$ cat src/doc_pkg.sv
package doc_pkg;
    // serial frame: one read flag, fifteen address bits, eight data bits
    localparam int ADDR_W = 15;
    localparam int FRAME_BITS = 24;
    localparam logic [4:0] CNT_ADDR_LAST = 5'h0f;
    localparam logic [4:0] CNT_DATA_FIRST = 5'h10;
    localparam logic [4:0] CNT_DATA_LAST = 5'h17;

    // register offsets
    localparam logic [ADDR_W-1:0] ADDR_CHAN_FACTOR_LO = 15'h0167;
    localparam logic [ADDR_W-1:0] ADDR_CHAN_FACTOR_HI = 15'h0168;
    localparam logic [ADDR_W-1:0] ADDR_CHANNEL_DECIMATION_CONFIG = 15'h0169;
    localparam logic [ADDR_W-1:0] ADDR_SAMPLING_ZONE_CONFIG = 15'h016b;
    localparam logic [ADDR_W-1:0] ADDR_OSC_ARRAY_FIRST = 15'h0200;
    localparam logic [ADDR_W-1:0] ADDR_OSC_ARRAY_LAST = 15'h02df;
    localparam logic [ADDR_W-1:0] ADDR_BIT_CLOCK_DIVIDER_CTRL = 15'h0590;
    localparam logic [ADDR_W-1:0] ADDR_LANE_POWERDOWN_UPPER = 15'h0691;
    localparam logic [ADDR_W-1:0] ADDR_LANE_POWERDOWN_LOWER = 15'h0692;

    // channel_decimation_config fields
    localparam int POS_PER_CHANNEL_EN = 7;
    localparam int POS_COUNT_LSB = 4;
    localparam int POS_COMMON_LSB = 0;

    // active channel count codes
    localparam logic [1:0] COUNT_DUAL = 2'h0;
    localparam logic [1:0] COUNT_QUAD = 2'h1;
    localparam logic [1:0] COUNT_SINGLE = 2'h2;
    localparam logic [3:0] CHAN_MASK_DUAL = 4'h3;
    localparam logic [3:0] CHAN_MASK_QUAD = 4'hf;
    localparam logic [3:0] CHAN_MASK_SINGLE = 4'h1;
    localparam logic [3:0] CHAN_MASK_NONE = 4'h0;

    // sampling_zone_config fields
    localparam int POS_ZONE_STROBE = 4;
    localparam int POS_ZONE_LSB = 0;
    localparam logic [2:0] ZONE_LAST_VALID = 3'h5;

    // bit_clock_divider_ctrl field
    localparam int POS_DIV_EN = 1;

    // lane power-down fields
    localparam int POS_CLK_PDN = 4;

    // oscillator array packing
    localparam int NUM_CHAN = 4;
    localparam int NUM_WORDS = 4;
    localparam int FREQ_BYTES = 6;
    localparam int PHASE_BYTES = 2;
    localparam int FREQ_AREA = NUM_CHAN * NUM_WORDS * FREQ_BYTES;
    localparam int OSC_BYTES = FREQ_AREA + NUM_CHAN * NUM_WORDS * PHASE_BYTES;

    // reset values
    localparam logic [7:0] RESET_BYTE = 8'h00;
endpackage

$ cat src/doc_regs.sv
// Summary of operation
// - bit 7 low: one shared factor everywhere
// - count code: 00 dual, 01 quad, 10 single
// - factor code n decimates by two to n
// - strobe rising edge latches the zone field
// - zone codes 000..101 valid, others unused
// - four 48-bit words per channel, little endian
// - 16-bit start phase per word, little endian
// - divider enable bit drives bit clock divider
// - lane power-down bit disables that lane
// - clock power-down bit disables output clock
// - per-channel mode uses per-channel factor fields
module doc_regs
    import doc_pkg::*;
(
    input wire logic clk_i, // converter clock
    input wire logic arst_n_i, // async reset, active low
    input wire logic spi_sclk_i, // serial clock pin
    input wire logic spi_cs_n_i, // chip select, active low
    input wire logic spi_sdi_i, // serial data in
    output logic spi_sdo_o, // serial data out
    output logic spi_sdo_oe_o, // serial data out enable
    input wire logic [2*NUM_CHAN-1:0] osc_sel_i, // active word per channel
    output logic [NUM_CHAN-1:0] channel_active_o, // channel enabled
    output logic [4*NUM_CHAN-1:0] dec_code_o, // decimation code per channel
    output logic count_invalid_o, // unused count code set
    output logic [2:0] zone_latched_o, // zone used by calibration
    output logic zone_valid_o, // latched zone is defined
    output logic [48*NUM_CHAN-1:0] osc_freq_word_o, // selected frequency words
    output logic [16*NUM_CHAN-1:0] osc_phase_word_o, // selected phase words
    output logic bit_clock_divider_enable_o, // bit clock divider on
    output logic [7:0] lane_powerdown_o, // lane n powered down
    output logic output_clock_powerdown_o // output clock powered down
);
    logic wr, rd; // port strobes
    logic [ADDR_W-1:0] addr; // port address
    logic [7:0] wdata; // port write data
    logic [7:0] rdata; // read mux
    logic [7:0] chan_dec, next_chan_dec; // channel_decimation_config
    logic [7:0] chan_factor_lo, next_chan_factor_lo; // factors ch0, ch1
    logic [7:0] chan_factor_hi, next_chan_factor_hi; // factors ch2, ch3
    logic [7:0] zone_cfg, next_zone_cfg; // sampling_zone_config
    logic strobe_d, next_strobe_d; // strobe one cycle ago
    logic [2:0] next_zone_latched;
    logic [7:0] div_ctrl, next_div_ctrl; // bit_clock_divider_ctrl
    logic [7:0] pdn_upper, next_pdn_upper; // lane_powerdown_upper
    logic [7:0] pdn_lower, next_pdn_lower; // lane_powerdown_lower
    logic [7:0] osc_mem [OSC_BYTES]; // oscillator_word_array
    logic in_osc; // address inside the array window
    logic [ADDR_W-1:0] osc_off; // offset into the array window
    logic [3:0] next_active;
    logic [4*NUM_CHAN-1:0] next_dec;
    logic [7:0] next_lanes;

    doc_serial_port u_port (
        .clk_i(clk_i),
        .arst_n_i(arst_n_i),
        .sclk_i(spi_sclk_i),
        .cs_n_i(spi_cs_n_i),
        .sdi_i(spi_sdi_i),
        .rdata_i(rdata),
        .sdo_o(spi_sdo_o),
        .sdo_oe_o(spi_sdo_oe_o),
        .wr_o(wr),
        .rd_o(rd),
        .addr_o(addr),
        .wdata_o(wdata)
    );

    assign in_osc = (addr >= ADDR_OSC_ARRAY_FIRST) && (addr <= ADDR_OSC_ARRAY_LAST);
    assign osc_off = addr - ADDR_OSC_ARRAY_FIRST;

    // register writes and zone latch
    always_comb begin
        next_chan_dec = chan_dec;
        next_chan_factor_lo = chan_factor_lo;
        next_chan_factor_hi = chan_factor_hi;
        next_zone_cfg = zone_cfg;
        next_div_ctrl = div_ctrl;
        next_pdn_upper = pdn_upper;
        next_pdn_lower = pdn_lower;
        next_strobe_d = zone_cfg[POS_ZONE_STROBE];
        next_zone_latched = zone_latched_o;
        if (wr) begin
            case (addr)
                ADDR_CHANNEL_DECIMATION_CONFIG: next_chan_dec = wdata & 8'hbf;
                ADDR_CHAN_FACTOR_LO: next_chan_factor_lo = wdata;
                ADDR_CHAN_FACTOR_HI: next_chan_factor_hi = wdata;
                ADDR_SAMPLING_ZONE_CONFIG: next_zone_cfg = wdata & 8'h17;
                ADDR_BIT_CLOCK_DIVIDER_CTRL: next_div_ctrl = wdata & 8'h02;
                ADDR_LANE_POWERDOWN_UPPER: next_pdn_upper = wdata & 8'hf0;
                ADDR_LANE_POWERDOWN_LOWER: next_pdn_lower = wdata & 8'h1f;
                default: next_chan_dec = chan_dec;
            endcase
        end
        if (zone_cfg[POS_ZONE_STROBE] && !strobe_d) begin
            next_zone_latched = zone_cfg[POS_ZONE_LSB +: 3];
        end
    end

    // control registers
    always_ff @(posedge clk_i or negedge arst_n_i) begin
        if (!arst_n_i) begin
            chan_dec <= RESET_BYTE;
            chan_factor_lo <= RESET_BYTE;
            chan_factor_hi <= RESET_BYTE;
            zone_cfg <= RESET_BYTE;
            div_ctrl <= RESET_BYTE;
            pdn_upper <= RESET_BYTE;
            pdn_lower <= RESET_BYTE;
            strobe_d <= 1'b0;
            zone_latched_o <= 3'h0;
        end else begin
            chan_dec <= next_chan_dec;
            chan_factor_lo <= next_chan_factor_lo;
            chan_factor_hi <= next_chan_factor_hi;
            zone_cfg <= next_zone_cfg;
            div_ctrl <= next_div_ctrl;
            pdn_upper <= next_pdn_upper;
            pdn_lower <= next_pdn_lower;
            strobe_d <= next_strobe_d;
            zone_latched_o <= next_zone_latched;
        end
    end

    // byte array written at its packed offset
    always_ff @(posedge clk_i or negedge arst_n_i) begin
        if (!arst_n_i) begin
            for (int i = 0; i < OSC_BYTES; i++) begin
                osc_mem[i] <= RESET_BYTE;
            end
        end else if (wr && in_osc && osc_off < ADDR_W'(OSC_BYTES)) begin
            osc_mem[osc_off[6:0]] <= wdata;
        end
    end

    // read mux
    always_comb begin
        rdata = RESET_BYTE;
        case (addr)
            ADDR_CHANNEL_DECIMATION_CONFIG: rdata = chan_dec;
            ADDR_CHAN_FACTOR_LO: rdata = chan_factor_lo;
            ADDR_CHAN_FACTOR_HI: rdata = chan_factor_hi;
            ADDR_SAMPLING_ZONE_CONFIG: rdata = zone_cfg;
            ADDR_BIT_CLOCK_DIVIDER_CTRL: rdata = div_ctrl;
            ADDR_LANE_POWERDOWN_UPPER: rdata = pdn_upper;
            ADDR_LANE_POWERDOWN_LOWER: rdata = pdn_lower;
            default: begin
                if (in_osc && osc_off < ADDR_W'(OSC_BYTES)) begin
                    rdata = osc_mem[osc_off[6:0]];
                end
            end
        endcase
    end

    // channel enables, factors and lane map
    always_comb begin
        case (chan_dec[POS_COUNT_LSB +: 2])
            COUNT_DUAL: next_active = CHAN_MASK_DUAL;
            COUNT_QUAD: next_active = CHAN_MASK_QUAD;
            COUNT_SINGLE: next_active = CHAN_MASK_SINGLE;
            default: next_active = CHAN_MASK_NONE;
        endcase
        if (chan_dec[POS_PER_CHANNEL_EN]) begin
            next_dec = {chan_factor_hi, chan_factor_lo};
        end else begin
            next_dec = {NUM_CHAN{chan_dec[POS_COMMON_LSB +: 4]}};
        end
        // lane order of the two registers
        next_lanes = {pdn_upper[5], pdn_upper[6], pdn_upper[7],
                      pdn_lower[0], pdn_lower[1], pdn_lower[2], pdn_lower[3], pdn_lower[4]};
    end

    // registered datapath controls
    always_ff @(posedge clk_i or negedge arst_n_i) begin
        if (!arst_n_i) begin
            channel_active_o <= CHAN_MASK_DUAL;
            dec_code_o <= 16'h0000;
            count_invalid_o <= 1'b0;
            zone_valid_o <= 1'b1;
            bit_clock_divider_enable_o <= 1'b0;
            lane_powerdown_o <= 8'h00;
            output_clock_powerdown_o <= 1'b0;
        end else begin
            channel_active_o <= next_active;
            dec_code_o <= next_dec;
            count_invalid_o <= (next_active == CHAN_MASK_NONE);
            zone_valid_o <= (next_zone_latched <= ZONE_LAST_VALID);
            bit_clock_divider_enable_o <= div_ctrl[POS_DIV_EN];
            lane_powerdown_o <= next_lanes;
            output_clock_powerdown_o <= pdn_upper[POS_CLK_PDN];
        end
    end

    // per-channel word selection
    genvar c;
    generate
        for (c = 0; c < NUM_CHAN; c++) begin : g_chan
            logic [47:0] next_freq;
            logic [15:0] next_phase;
            logic [6:0] fbase;
            logic [6:0] pbase;
            always_comb begin
                fbase = 7'((c * NUM_WORDS + int'(osc_sel_i[2*c +: 2])) * FREQ_BYTES);
                pbase = 7'(FREQ_AREA + (c * NUM_WORDS + int'(osc_sel_i[2*c +: 2])) * PHASE_BYTES);
                next_freq = 48'h000000000000;
                for (int b = 0; b < FREQ_BYTES; b++) begin
                    next_freq[8*b +: 8] = osc_mem[fbase + 7'(b)];
                end
                next_phase = {osc_mem[pbase + 7'h01], osc_mem[pbase]};
            end
            always_ff @(posedge clk_i or negedge arst_n_i) begin
                if (!arst_n_i) begin
                    osc_freq_word_o[48*c +: 48] <= 48'h000000000000;
                    osc_phase_word_o[16*c +: 16] <= 16'h0000;
                end else begin
                    osc_freq_word_o[48*c +: 48] <= next_freq;
                    osc_phase_word_o[16*c +: 16] <= next_phase;
                end
            end
        end
    endgenerate

    property p_common_factor;
        @(posedge clk_i) disable iff (!arst_n_i)
        !chan_dec[POS_PER_CHANNEL_EN] |=> dec_code_o[15:12] == $past(chan_dec[3:0]);
    endproperty
    a_common_factor: assert property (p_common_factor) else $error("shared factor not applied");

    property p_count;
        @(posedge clk_i) disable iff (!arst_n_i)
        chan_dec[5:4] == COUNT_SINGLE |=> channel_active_o == CHAN_MASK_SINGLE;
    endproperty
    a_count: assert property (p_count) else $error("single count not decoded");

    property p_bypass;
        @(posedge clk_i) disable iff (!arst_n_i)
        (chan_dec == 8'h00) ##1 (chan_dec == 8'h00) |-> dec_code_o == 16'h0000;
    endproperty
    a_bypass: assert property (p_bypass) else $error("bypass code not shared");

    property p_zone_latch;
        @(posedge clk_i) disable iff (!arst_n_i)
        $rose(zone_cfg[POS_ZONE_STROBE]) |=> zone_latched_o == $past(zone_cfg[2:0]);
    endproperty
    a_zone_latch: assert property (p_zone_latch) else $error("zone not latched");

    property p_zone_hold;
        @(posedge clk_i) disable iff (!arst_n_i)
        !(zone_cfg[POS_ZONE_STROBE] && !strobe_d) |=> $stable(zone_latched_o);
    endproperty
    a_zone_hold: assert property (p_zone_hold) else $error("zone changed without strobe");

    property p_zone_valid;
        @(posedge clk_i) disable iff (!arst_n_i)
        ##1 zone_latched_o > ZONE_LAST_VALID |-> !zone_valid_o;
    endproperty
    a_zone_valid: assert property (p_zone_valid) else $error("unused zone flagged valid");

    property p_divider;
        @(posedge clk_i) disable iff (!arst_n_i)
        wr && addr == ADDR_BIT_CLOCK_DIVIDER_CTRL |=> ##1 bit_clock_divider_enable_o == $past(wdata[1], 2);
    endproperty
    a_divider: assert property (p_divider) else $error("divider enable wrong");

    property p_lane;
        @(posedge clk_i) disable iff (!arst_n_i)
        wr && addr == ADDR_LANE_POWERDOWN_LOWER |=> ##1 lane_powerdown_o[0] == $past(wdata[4], 2);
    endproperty
    a_lane: assert property (p_lane) else $error("lane zero power-down wrong");

    property p_clk_pdn;
        @(posedge clk_i) disable iff (!arst_n_i)
        wr && addr == ADDR_LANE_POWERDOWN_UPPER |=> ##1 output_clock_powerdown_o == $past(wdata[4], 2);
    endproperty
    a_clk_pdn: assert property (p_clk_pdn) else $error("clock power-down wrong");

    property p_lane_upper;
        @(posedge clk_i) disable iff (!arst_n_i)
        wr && addr == ADDR_LANE_POWERDOWN_UPPER |=> ##1 lane_powerdown_o[7] == $past(wdata[5], 2);
    endproperty
    a_lane_upper: assert property (p_lane_upper) else $error("lane seven state wrong");

    property p_own_factor;
        @(posedge clk_i) disable iff (!arst_n_i)
        chan_dec[POS_PER_CHANNEL_EN] |=> dec_code_o[7:0] == $past(chan_factor_lo);
    endproperty
    a_own_factor: assert property (p_own_factor) else $error("own factors not applied");

    property p_reserved;
        @(posedge clk_i) disable iff (!arst_n_i)
        addr == ADDR_CHANNEL_DECIMATION_CONFIG |-> rdata[6] == 1'b0;
    endproperty
    a_reserved: assert property (p_reserved) else $error("reserved bit reads one");
endmodule

$ cat src/doc_serial_port.sv
// serial configuration port: frames of read flag, address and data
module doc_serial_port
    import doc_pkg::*;
(
    input wire logic clk_i, // converter clock
    input wire logic arst_n_i, // async reset, active low
    input wire logic sclk_i, // serial clock pin
    input wire logic cs_n_i, // chip select pin, active low
    input wire logic sdi_i, // serial data in pin
    input wire logic [7:0] rdata_i, // read data for addr_o
    output logic sdo_o, // serial data out
    output logic sdo_oe_o, // serial data out enable
    output logic wr_o, // write pulse
    output logic rd_o, // read pulse
    output logic [ADDR_W-1:0] addr_o, // register address
    output logic [7:0] wdata_o // write data
);
    logic [1:0] sclk_s; // pin synchronisers
    logic [1:0] cs_s;
    logic [1:0] sdi_s;
    logic sclk_d; // previous synced clock
    logic [4:0] cnt, next_cnt; // bits taken in this frame
    logic [22:0] shin, next_shin; // shift-in register
    logic [7:0] shout, next_shout; // shift-out register
    logic rmode, next_rmode; // frame is a read
    logic next_wr, next_rd;
    logic [ADDR_W-1:0] next_addr;
    logic [7:0] next_wdata;
    logic rise, fall, active;

    // two flops per pin before any logic
    always_ff @(posedge clk_i or negedge arst_n_i) begin
        if (!arst_n_i) begin
            sclk_s <= 2'h0;
            cs_s <= 2'h3;
            sdi_s <= 2'h0;
            sclk_d <= 1'b0;
        end else begin
            sclk_s <= {sclk_s[0], sclk_i};
            cs_s <= {cs_s[0], cs_n_i};
            sdi_s <= {sdi_s[0], sdi_i};
            sclk_d <= sclk_s[1];
        end
    end

    assign rise = sclk_s[1] & ~sclk_d;
    assign fall = ~sclk_s[1] & sclk_d;
    assign active = ~cs_s[1];

    // frame sequencing
    always_comb begin
        next_cnt = cnt;
        next_shin = shin;
        next_shout = shout;
        next_rmode = rmode;
        next_wr = 1'b0;
        next_rd = 1'b0;
        next_addr = addr_o;
        next_wdata = wdata_o;
        if (rd_o) begin
            // capture the addressed byte
            next_shout = rdata_i;
        end
        if (!active) begin
            // deselect aborts a partial frame
            next_cnt = 5'h00;
            next_rmode = 1'b0;
        end else if (rise) begin
            next_shin = {shin[21:0], sdi_s[1]};
            if (cnt != CNT_DATA_LAST + 5'h01) begin
                next_cnt = cnt + 5'h01;
            end
            if (cnt == CNT_ADDR_LAST) begin
                // header complete
                next_addr = {shin[13:0], sdi_s[1]};
                next_rmode = shin[14];
                next_rd = shin[14];
            end
            if (cnt == CNT_DATA_LAST && !rmode) begin
                next_wdata = {shin[6:0], sdi_s[1]};
                next_wr = 1'b1;
            end
        end else if (fall && rmode && cnt > CNT_DATA_FIRST) begin
            // next read bit, msb first
            next_shout = {shout[6:0], 1'b0};
        end
    end

    // frame state registers
    always_ff @(posedge clk_i or negedge arst_n_i) begin
        if (!arst_n_i) begin
            cnt <= 5'h00;
            shin <= 23'h000000;
            shout <= RESET_BYTE;
            rmode <= 1'b0;
            wr_o <= 1'b0;
            rd_o <= 1'b0;
            addr_o <= 15'h0000;
            wdata_o <= RESET_BYTE;
        end else begin
            cnt <= next_cnt;
            shin <= next_shin;
            shout <= next_shout;
            rmode <= next_rmode;
            wr_o <= next_wr;
            rd_o <= next_rd;
            addr_o <= next_addr;
            wdata_o <= next_wdata;
        end
    end

    assign sdo_o = shout[7];
    assign sdo_oe_o = active & rmode & (cnt >= CNT_DATA_FIRST);
endmodule

$ cat config.mk
export PLATFORM = sky130hd
export DESIGN_NAME = doc_regs
export DESIGN_NICKNAME = d
export VERILOG_FILES = /design/src/doc_pkg.sv /design/src/doc_regs.sv /design/src/doc_serial_port.sv
export SDC_FILE = /design/constraint.sdc
export NUM_CORES = 2
export LEC_CHECK = 0
export ABC_AREA = 0
export CORE_ASPECT_RATIO = 0.9
export CORE_MARGIN = 8
export CORE_UTILIZATION = 37
export DETAILED_ROUTE_END_ITERATION = 16
export DONT_BUFFER_PORTS = 1
export SLEW_MARGIN = 40
export SYNTH_ARGS = -nofsm -noshare
export SYNTH_HDL_FRONTEND = slang
export SYNTH_SLANG_ARGS = --single-unit
$ cat constraint.sdc
create_clock -name clk_i -period 3 [get_ports clk_i]
set_input_delay 0.15 -clock clk_i [delete_from_list [all_inputs] [get_ports clk_i]]
set_output_delay 0.15 -clock clk_i [all_outputs]
set_load 0.03 [all_outputs]
# Yosys cells after proc, flatten, opt, wreduce, memory -nomap -nowiden
# Cells that the tools add are included.
# op_classes
n_addsub,33
multipliers,4
order_cmp,40
n_eq_ne,12
mux,123
bitwise,40
n_reduce_logical,28
# op_table
cell,n
$bmux 8 s7,33
$bwmux 1024,1
$mux 8,72
$ge 8x8->1 const B,33
$not 7->8,27
$mul 32x3->6 const B,3
$eq 15x9->1 const B,4
$demux 8 s7,1
$pmux 8 s7,1
$add 7x1->7 const B,7
$eq 15x11->1 const B,3
$add 7x2->7 const B,6
$add 7x3->7 const B,6
$not 6->8,5
$reduce_and 2->1,10
$mux 16,1
$ge 15x10->1 const B,1
$le 15x10->1 const B,1
$lt 15x8->1 const B,1
$mux 5,3
$sub 15x10->15 const B,1
$add 7x6->7 const A,2
$add 5x2->6 const B,2
$add 5x3->6 const B,2
28 further kinds,54
# totals
regBits,1414
input_bits,13
output_inout_bits,293

# Longest topological paths before layout
# logic_depth
word_depth,11
ltp_mapped,15
ltp_nobuf,8

# By module
# From an unflattened synthesis, not the netlist that was laid out.
# unflattened
cells_unflattened,5697
hier_area_um2,90495.5
# modules_own_cells
module,instances,cells_per_inst,area_each_um2,seq_area_each_um2
doc_regs,1,5537,88048.2,33836.2
doc_serial_port,1,160,2447.3,1529.0

# Worst setup path after synthesis
# OpenSTA, ideal clock, no wires.
# synth_path
kind,in2reg
startpoint,in osc_sel_i[2]
endpoint,reg osc_freq_word_o[64]
setup_ns,0.138
arrival_time_ns,4.150
t_required_ns,2.862
path_slack_ns,-1.288
stages,14
n_path_buf,10
path_cell_list,clkbuf_1 > buf_2 > buf_2 > buf_2 > buf_2 > buf_2 > inv_1 > ha_1 > clkbuf_1 > clkbuf_1 > buf_1 > buf_1 > mux4_2 > mux4_2
# synth_via
elab_chain_len,7
# synth_lines
item,line_no,source
from (decl),doc_regs.sv:23,"input wire logic [2*NUM_CHAN-1:0] osc_sel_i,"
$add 3x2->4,doc_regs.sv:204,fbase = 7'((c * NUM_WORDS + int'(osc_sel_i[2*c +: 2])) * FREQ_BYTES);
$mul 32x3->6,doc_regs.sv:204,
$add 7x2->7,doc_regs.sv:208,next_freq[8*b +: 8] = osc_mem[fbase + 7'(b)];
$not 7->8 (implied by the code),doc_regs.sv:208,
$bmux 8 s7,doc_regs.sv:208,
$mux 8 (implied by the code) (2 in series),doc_regs.sv:208,
via g_chan[1].next_freq[16],doc_regs.sv:199,logic [47:0] next_freq;
"to (signal, indexed assignment)",doc_regs.sv:217,osc_freq_word_o[48*c +: 48] <= next_freq;
to (decl),doc_regs.sv:29,"output logic [48*NUM_CHAN-1:0] osc_freq_word_o,"
# The timed path passes the listed nets, and every way through them passes these cells. The select of a mux whose other input is x is not followed.
# A chain may end at the register's enable or synchronous reset.

# Worst setup path after layout
# layout_path
startpoint,reg u_port.addr_o[1]
endpoint,reg u_port.shout[5]
# layout_via
elab_chain_len,11
elab_cells_between_ends,23
# layout_lines
item,line_no,source
from (decl),doc_serial_port.sv:15,"output logic [ADDR_W-1:0] addr_o,"
from (signal assigned),doc_serial_port.sv:107,addr_o <= next_addr;
$sub 15x10->15,doc_regs.sv:71,assign osc_off = addr - ADDR_OSC_ARRAY_FIRST;
$not 7->8 (implied by the code),doc_regs.sv:150,rdata = osc_mem[osc_off[6:0]];
$bmux 8 s7,doc_regs.sv:150,
$mux 8 (implied by the code) (2 in series),doc_regs.sv:150,
$mux 8,doc_regs.sv:149,if (in_osc && osc_off < ADDR_W'(OSC_BYTES)) begin
$pmux 8 s7 (*),doc_regs.sv:140,case (addr)
$mux 8 (*),doc_serial_port.sv:60,if (rd_o) begin
$mux 8,doc_serial_port.sv:83,end else if (fall && rmode && cnt > CNT_DATA_FIRST) begin
$mux 8,doc_serial_port.sv:68,end else if (rise) begin
$mux 8 (*),doc_serial_port.sv:64,if (!active) begin
via u_port.next_shout[5],doc_serial_port.sv:24,"logic [7:0] shout, next_shout;"
to (signal assigned),doc_serial_port.sv:103,shout <= next_shout;
to (decl),doc_serial_port.sv:24,
# Mark *: on every way through the listed nets, which the timed path passes. The rest lies on a longest branch. The select of a mux whose other input is x is not followed.

==> metrics <==
status=finished, violations left; failing checks=negative setup slack; Seq/Total Area, Yosys=39.58%; largest net degree at the start of global routing=264; worst hold slack=between 0.04 and 0.05 ns; final antenna-violating net count=0; Root Driver=clkbuf_16; ys flop type=dfrtp_1; number of antenna violations at the first check in global routing=82; Pwr Density=421.1 nW/um2; peak supply drop=about 0.6 mV; count leader, synth=mux4_2; CP peak stage delay=0.51 ns; latest clock arrival within the worst-skew pair=about 0.86 ns; critical path launch point type=flip-flop; RR Endpoint=u_port.shout[5]$_DFF_PN0_; Starting Density=37.12%; dpl cells=8663; Data required, critical path=between 3 and 4 ns; worst clock skew=0.05013 ns; top cells by area, synth=dfrtp_1 (39%), mux4_2 (36%), mux2_2 (14%); I/O pins=306; Final WS setup=-0.04979 ns; sw power=10.98 mW; class of the worst hold path=in -> reg; # rows=171; Ys Warns=0; total track usage=31.30%; largest fanout on the critical path=5; CP arrival=3.79 ns; Layout Cells excl Fill=9080; critical path type=reg -> reg; vias per inst=around 7.2; EDFF count, synth=0; Leak=42.98 nW; GP Congestion=roughly 1; via count=65060; CP most frequent cell=buf_4; met3 wire len=roughly 64000 um; Logic pwr share=under 10%; routed len/inst=45.38 um; syn_area_per_cell=16.33 um2; post-synth top area cell=dfrtp_1; DP HPWL=~300000 um; Port Buffers=0; Synth top area share=39.43%; P&R area growth vs syn=17.06%; vias in the first global route=62552; Mapped Cells=5470; Clock Sinks=1413; Hold Path Sink=osc_freq_word_o[20]$_DFF_PN0_; number of DRC markers in iteration 0=10326; Synth Cell Area=89350 um2; Core ar.=240700 um2; Clk pwr share=49.8%; clock period minus worst slack=around 3.0 ns; CTS tree=built; CTS Buf Count=165; Critical Path Sink Type=flip-flop; final wirelength=approximately 400000 um; Max-Cap Viols=0; f_max=0.3279 GHz; min-delay src=osc_sel_i[0]; Worst Path Buf+Inv=3; CTS H-tree depth=4; Hold Path Stages=3; Layout fillers=~21000; Netlist cell types=80; routed wl met2=173800 um; FF+latch count, synth=around 1400; share of post-route cells with drive strength above 1=62.26%; uppermost layer routed=met5; Net Sw Frac=24.93%; first-pass GRT wire length=approximately 560000 um; endpoints failing hold=0; die height=482.2 um; Clock Pin Slew Worst Setup and Hold Paths=around 0.06 ns; Final Util=a little over two fifths; fin nets=between 5000 and 6000; drt pass-1 iters=6; M1 WL=approximately 150000 um; syn_nets=roughly 5500; Worst R2R Path Depth=9; Slew Viols, Final=0; R2R Path Start=u_port.addr_o[1]$_DFFE_PN0P_; top post-synthesis cells by count=mux4_2 (1435), dfrtp_1 (1408), mux2_2 (1126); CTS max path bufs=3; sequential power share=43.8%; Setup WS pre-CTS=-0.2336 ns; Final Cycle Share=101.7%; Relative slew margins=about 30%; die area=between 200000 and 300000 um2; final setup violation count=1; Remaining DRCs=0; global route overflow=0; cells along the critical path=buf_4 > or2_2 > buf_4 > o221ai_1 > o22ai_1 > o31ai_2 > buf_4 > a21oi_1 > o32ai_1; CP max stage cell=dfrtp_4; R2R setup slack=-0.05 ns; CP delay by family, top=compound AO/OA/AOI/OAI gates; Slew @ Worst Pin=1.063 ns; fraction of registers with async set/reset=between 90% and 100%; die width=534.0 um; Pint=between 30 and 40 mW
-- how the worst max path moves through the flow --
stage | from | end | slack (ns) | depth (start not counted)
floorplan | osc_sel_i[4] | osc_freq_word_o[128]$_DFF_PN0_ | 0.00009 | 12
finish | u_port.addr_o[1]$_DFFE_PN0P_ | u_port.shout[5]$_DFF_PN0_ | -0.05 | 9
global placement | u_port.addr_o[1]$_DFFE_PN0P_ | u_port.shout[3]$_DFF_PN0_ | -0.59 | 9
detailed placement | arst_n_i | osc_mem[663]$_DFFE_PN0P_ | -0.23 | 7
global route | u_port.addr_o[0]$_DFFE_PN0P_ | u_port.shout[0]$_DFF_PN0_ | -0.0002 | 11
CTS | arst_n_i | osc_mem[684]$_DFFE_PN0P_ | 0.007 | 12
-- through the flow --
step / power, mW / setup TNS (ns) / area, um2
floorplan: 21.50 / 0 / 89750
global placement: 22.07 / -1.294 / 97270
detailed placement: 22.13 / -25.18 / 97520
CTS: 44.25 / 0 / 104200
global route: 45.11 / -0.0001883 / 104500
finish: 44.04 / -0.04979 / 104600
-- cells by family after synthesis --
logic type | after synthesis | share of synthesized area (%)
simple gates | 504 | 3.368
xor+xnor | 5 | 0.04902
fa+ha+maj | 23 | 0.3221
compound gates | 257 | 2.005
flops | 1413 | 39.58
buf+inv | 563 | 2.647
mux | 2705 | 52.03
-- power by group through the flow --
| stage | sequential [mW] | combinational (mW) | clock, mW |
|---|---|---|---|
| 4_1_cts | 19.3 | 2.79 | 22.2 |
| 6_report | 19.3 | 2.83 | 21.9 |
| 5_1_grt | 19.3 | 2.94 | 22.9 |
| 3_3_place_gp | 19.6 | 2.44 | 0 |
| 3_5_place_dp | 19.6 | 2.50 | 0 |
| 2_1_floorplan | 19.6 | 1.90 | 0 |
-- worst min-delay path, cell delays in order --
cell and delay, ns:
mux4_2 0.26, nor2_1 0.04, a21oi_1 0.25
-- layout make-up --
type	count	area (um2)	area share, %
multi-input combinational	3494	51820	49.55
sequential	1413	35410	33.86
timing repair buffer	602	7322	7.001
clock buffer	212	4618	4.415
tap	3200	4004	3.828
clock inverter	94	1222	1.169
antenna	42	105.1	0.1005
inverter	23	86.33	0.08254
-- per-layer routing --
metal  up-vias  GRT usage [%]
met3      1077          15.65
li1      23085              -
met1     35273          40.02
met5         -         0.2594
met2      5587          44.45
met4        38          14.34
-- layout by cell type (no fill, tap or decap), types with 12 or more instances in the layout --
cell	n
nand2b_1	12
clkbuf_16	170
nand3_1	19
nor2b_1	16
nor2_4	76
mux2i_1	130
o221ai_1	28
dfrtp_1	1394
o21ai_0	21
clkbuf_8	27
a22oi_1	20
nor2_2	52
diode_2	42
buf_4	373
buf_12	171
nor3_1	12
mux4_2	1435
clkinv_4	12
o22ai_1	26
clkinv_2	33
nand2_1	158
dfrtp_4	12
clkbuf_1	18
buf_16	27
nor2_1	89
dlygate4sd3_1	26
inv_1	21
mux2_2	1126
a21oi_1	54
bufinv_16	19
a31oi_1	27
-- registers in the layout (all words and copies together), names as in the netlist, 7 cells and up --
register / count
chan_dec: 7
dec_code_o: 16
u_port.shout: 8
osc_phase_word_o: 64
chan_factor_hi: 8
osc_freq_word_o: 192
u_port.shin: 15
chan_factor_lo: 8
osc_mem: 1024
u_port.wdata_o: 8
u_port.addr_o: 15
lane_powerdown_o: 8
-- timing repair --
item                       in CTS  in global routing
setup buffers                   7                 10
gates cloned                    0                  3
setup endpoints to repair       7                205
hold endpoints to repair      794                  0
pin swaps                       3                  3
resized for setup               6                  7
hold buffers                   45                  0
Note: power is estimated with default switching activity, not from simulation.
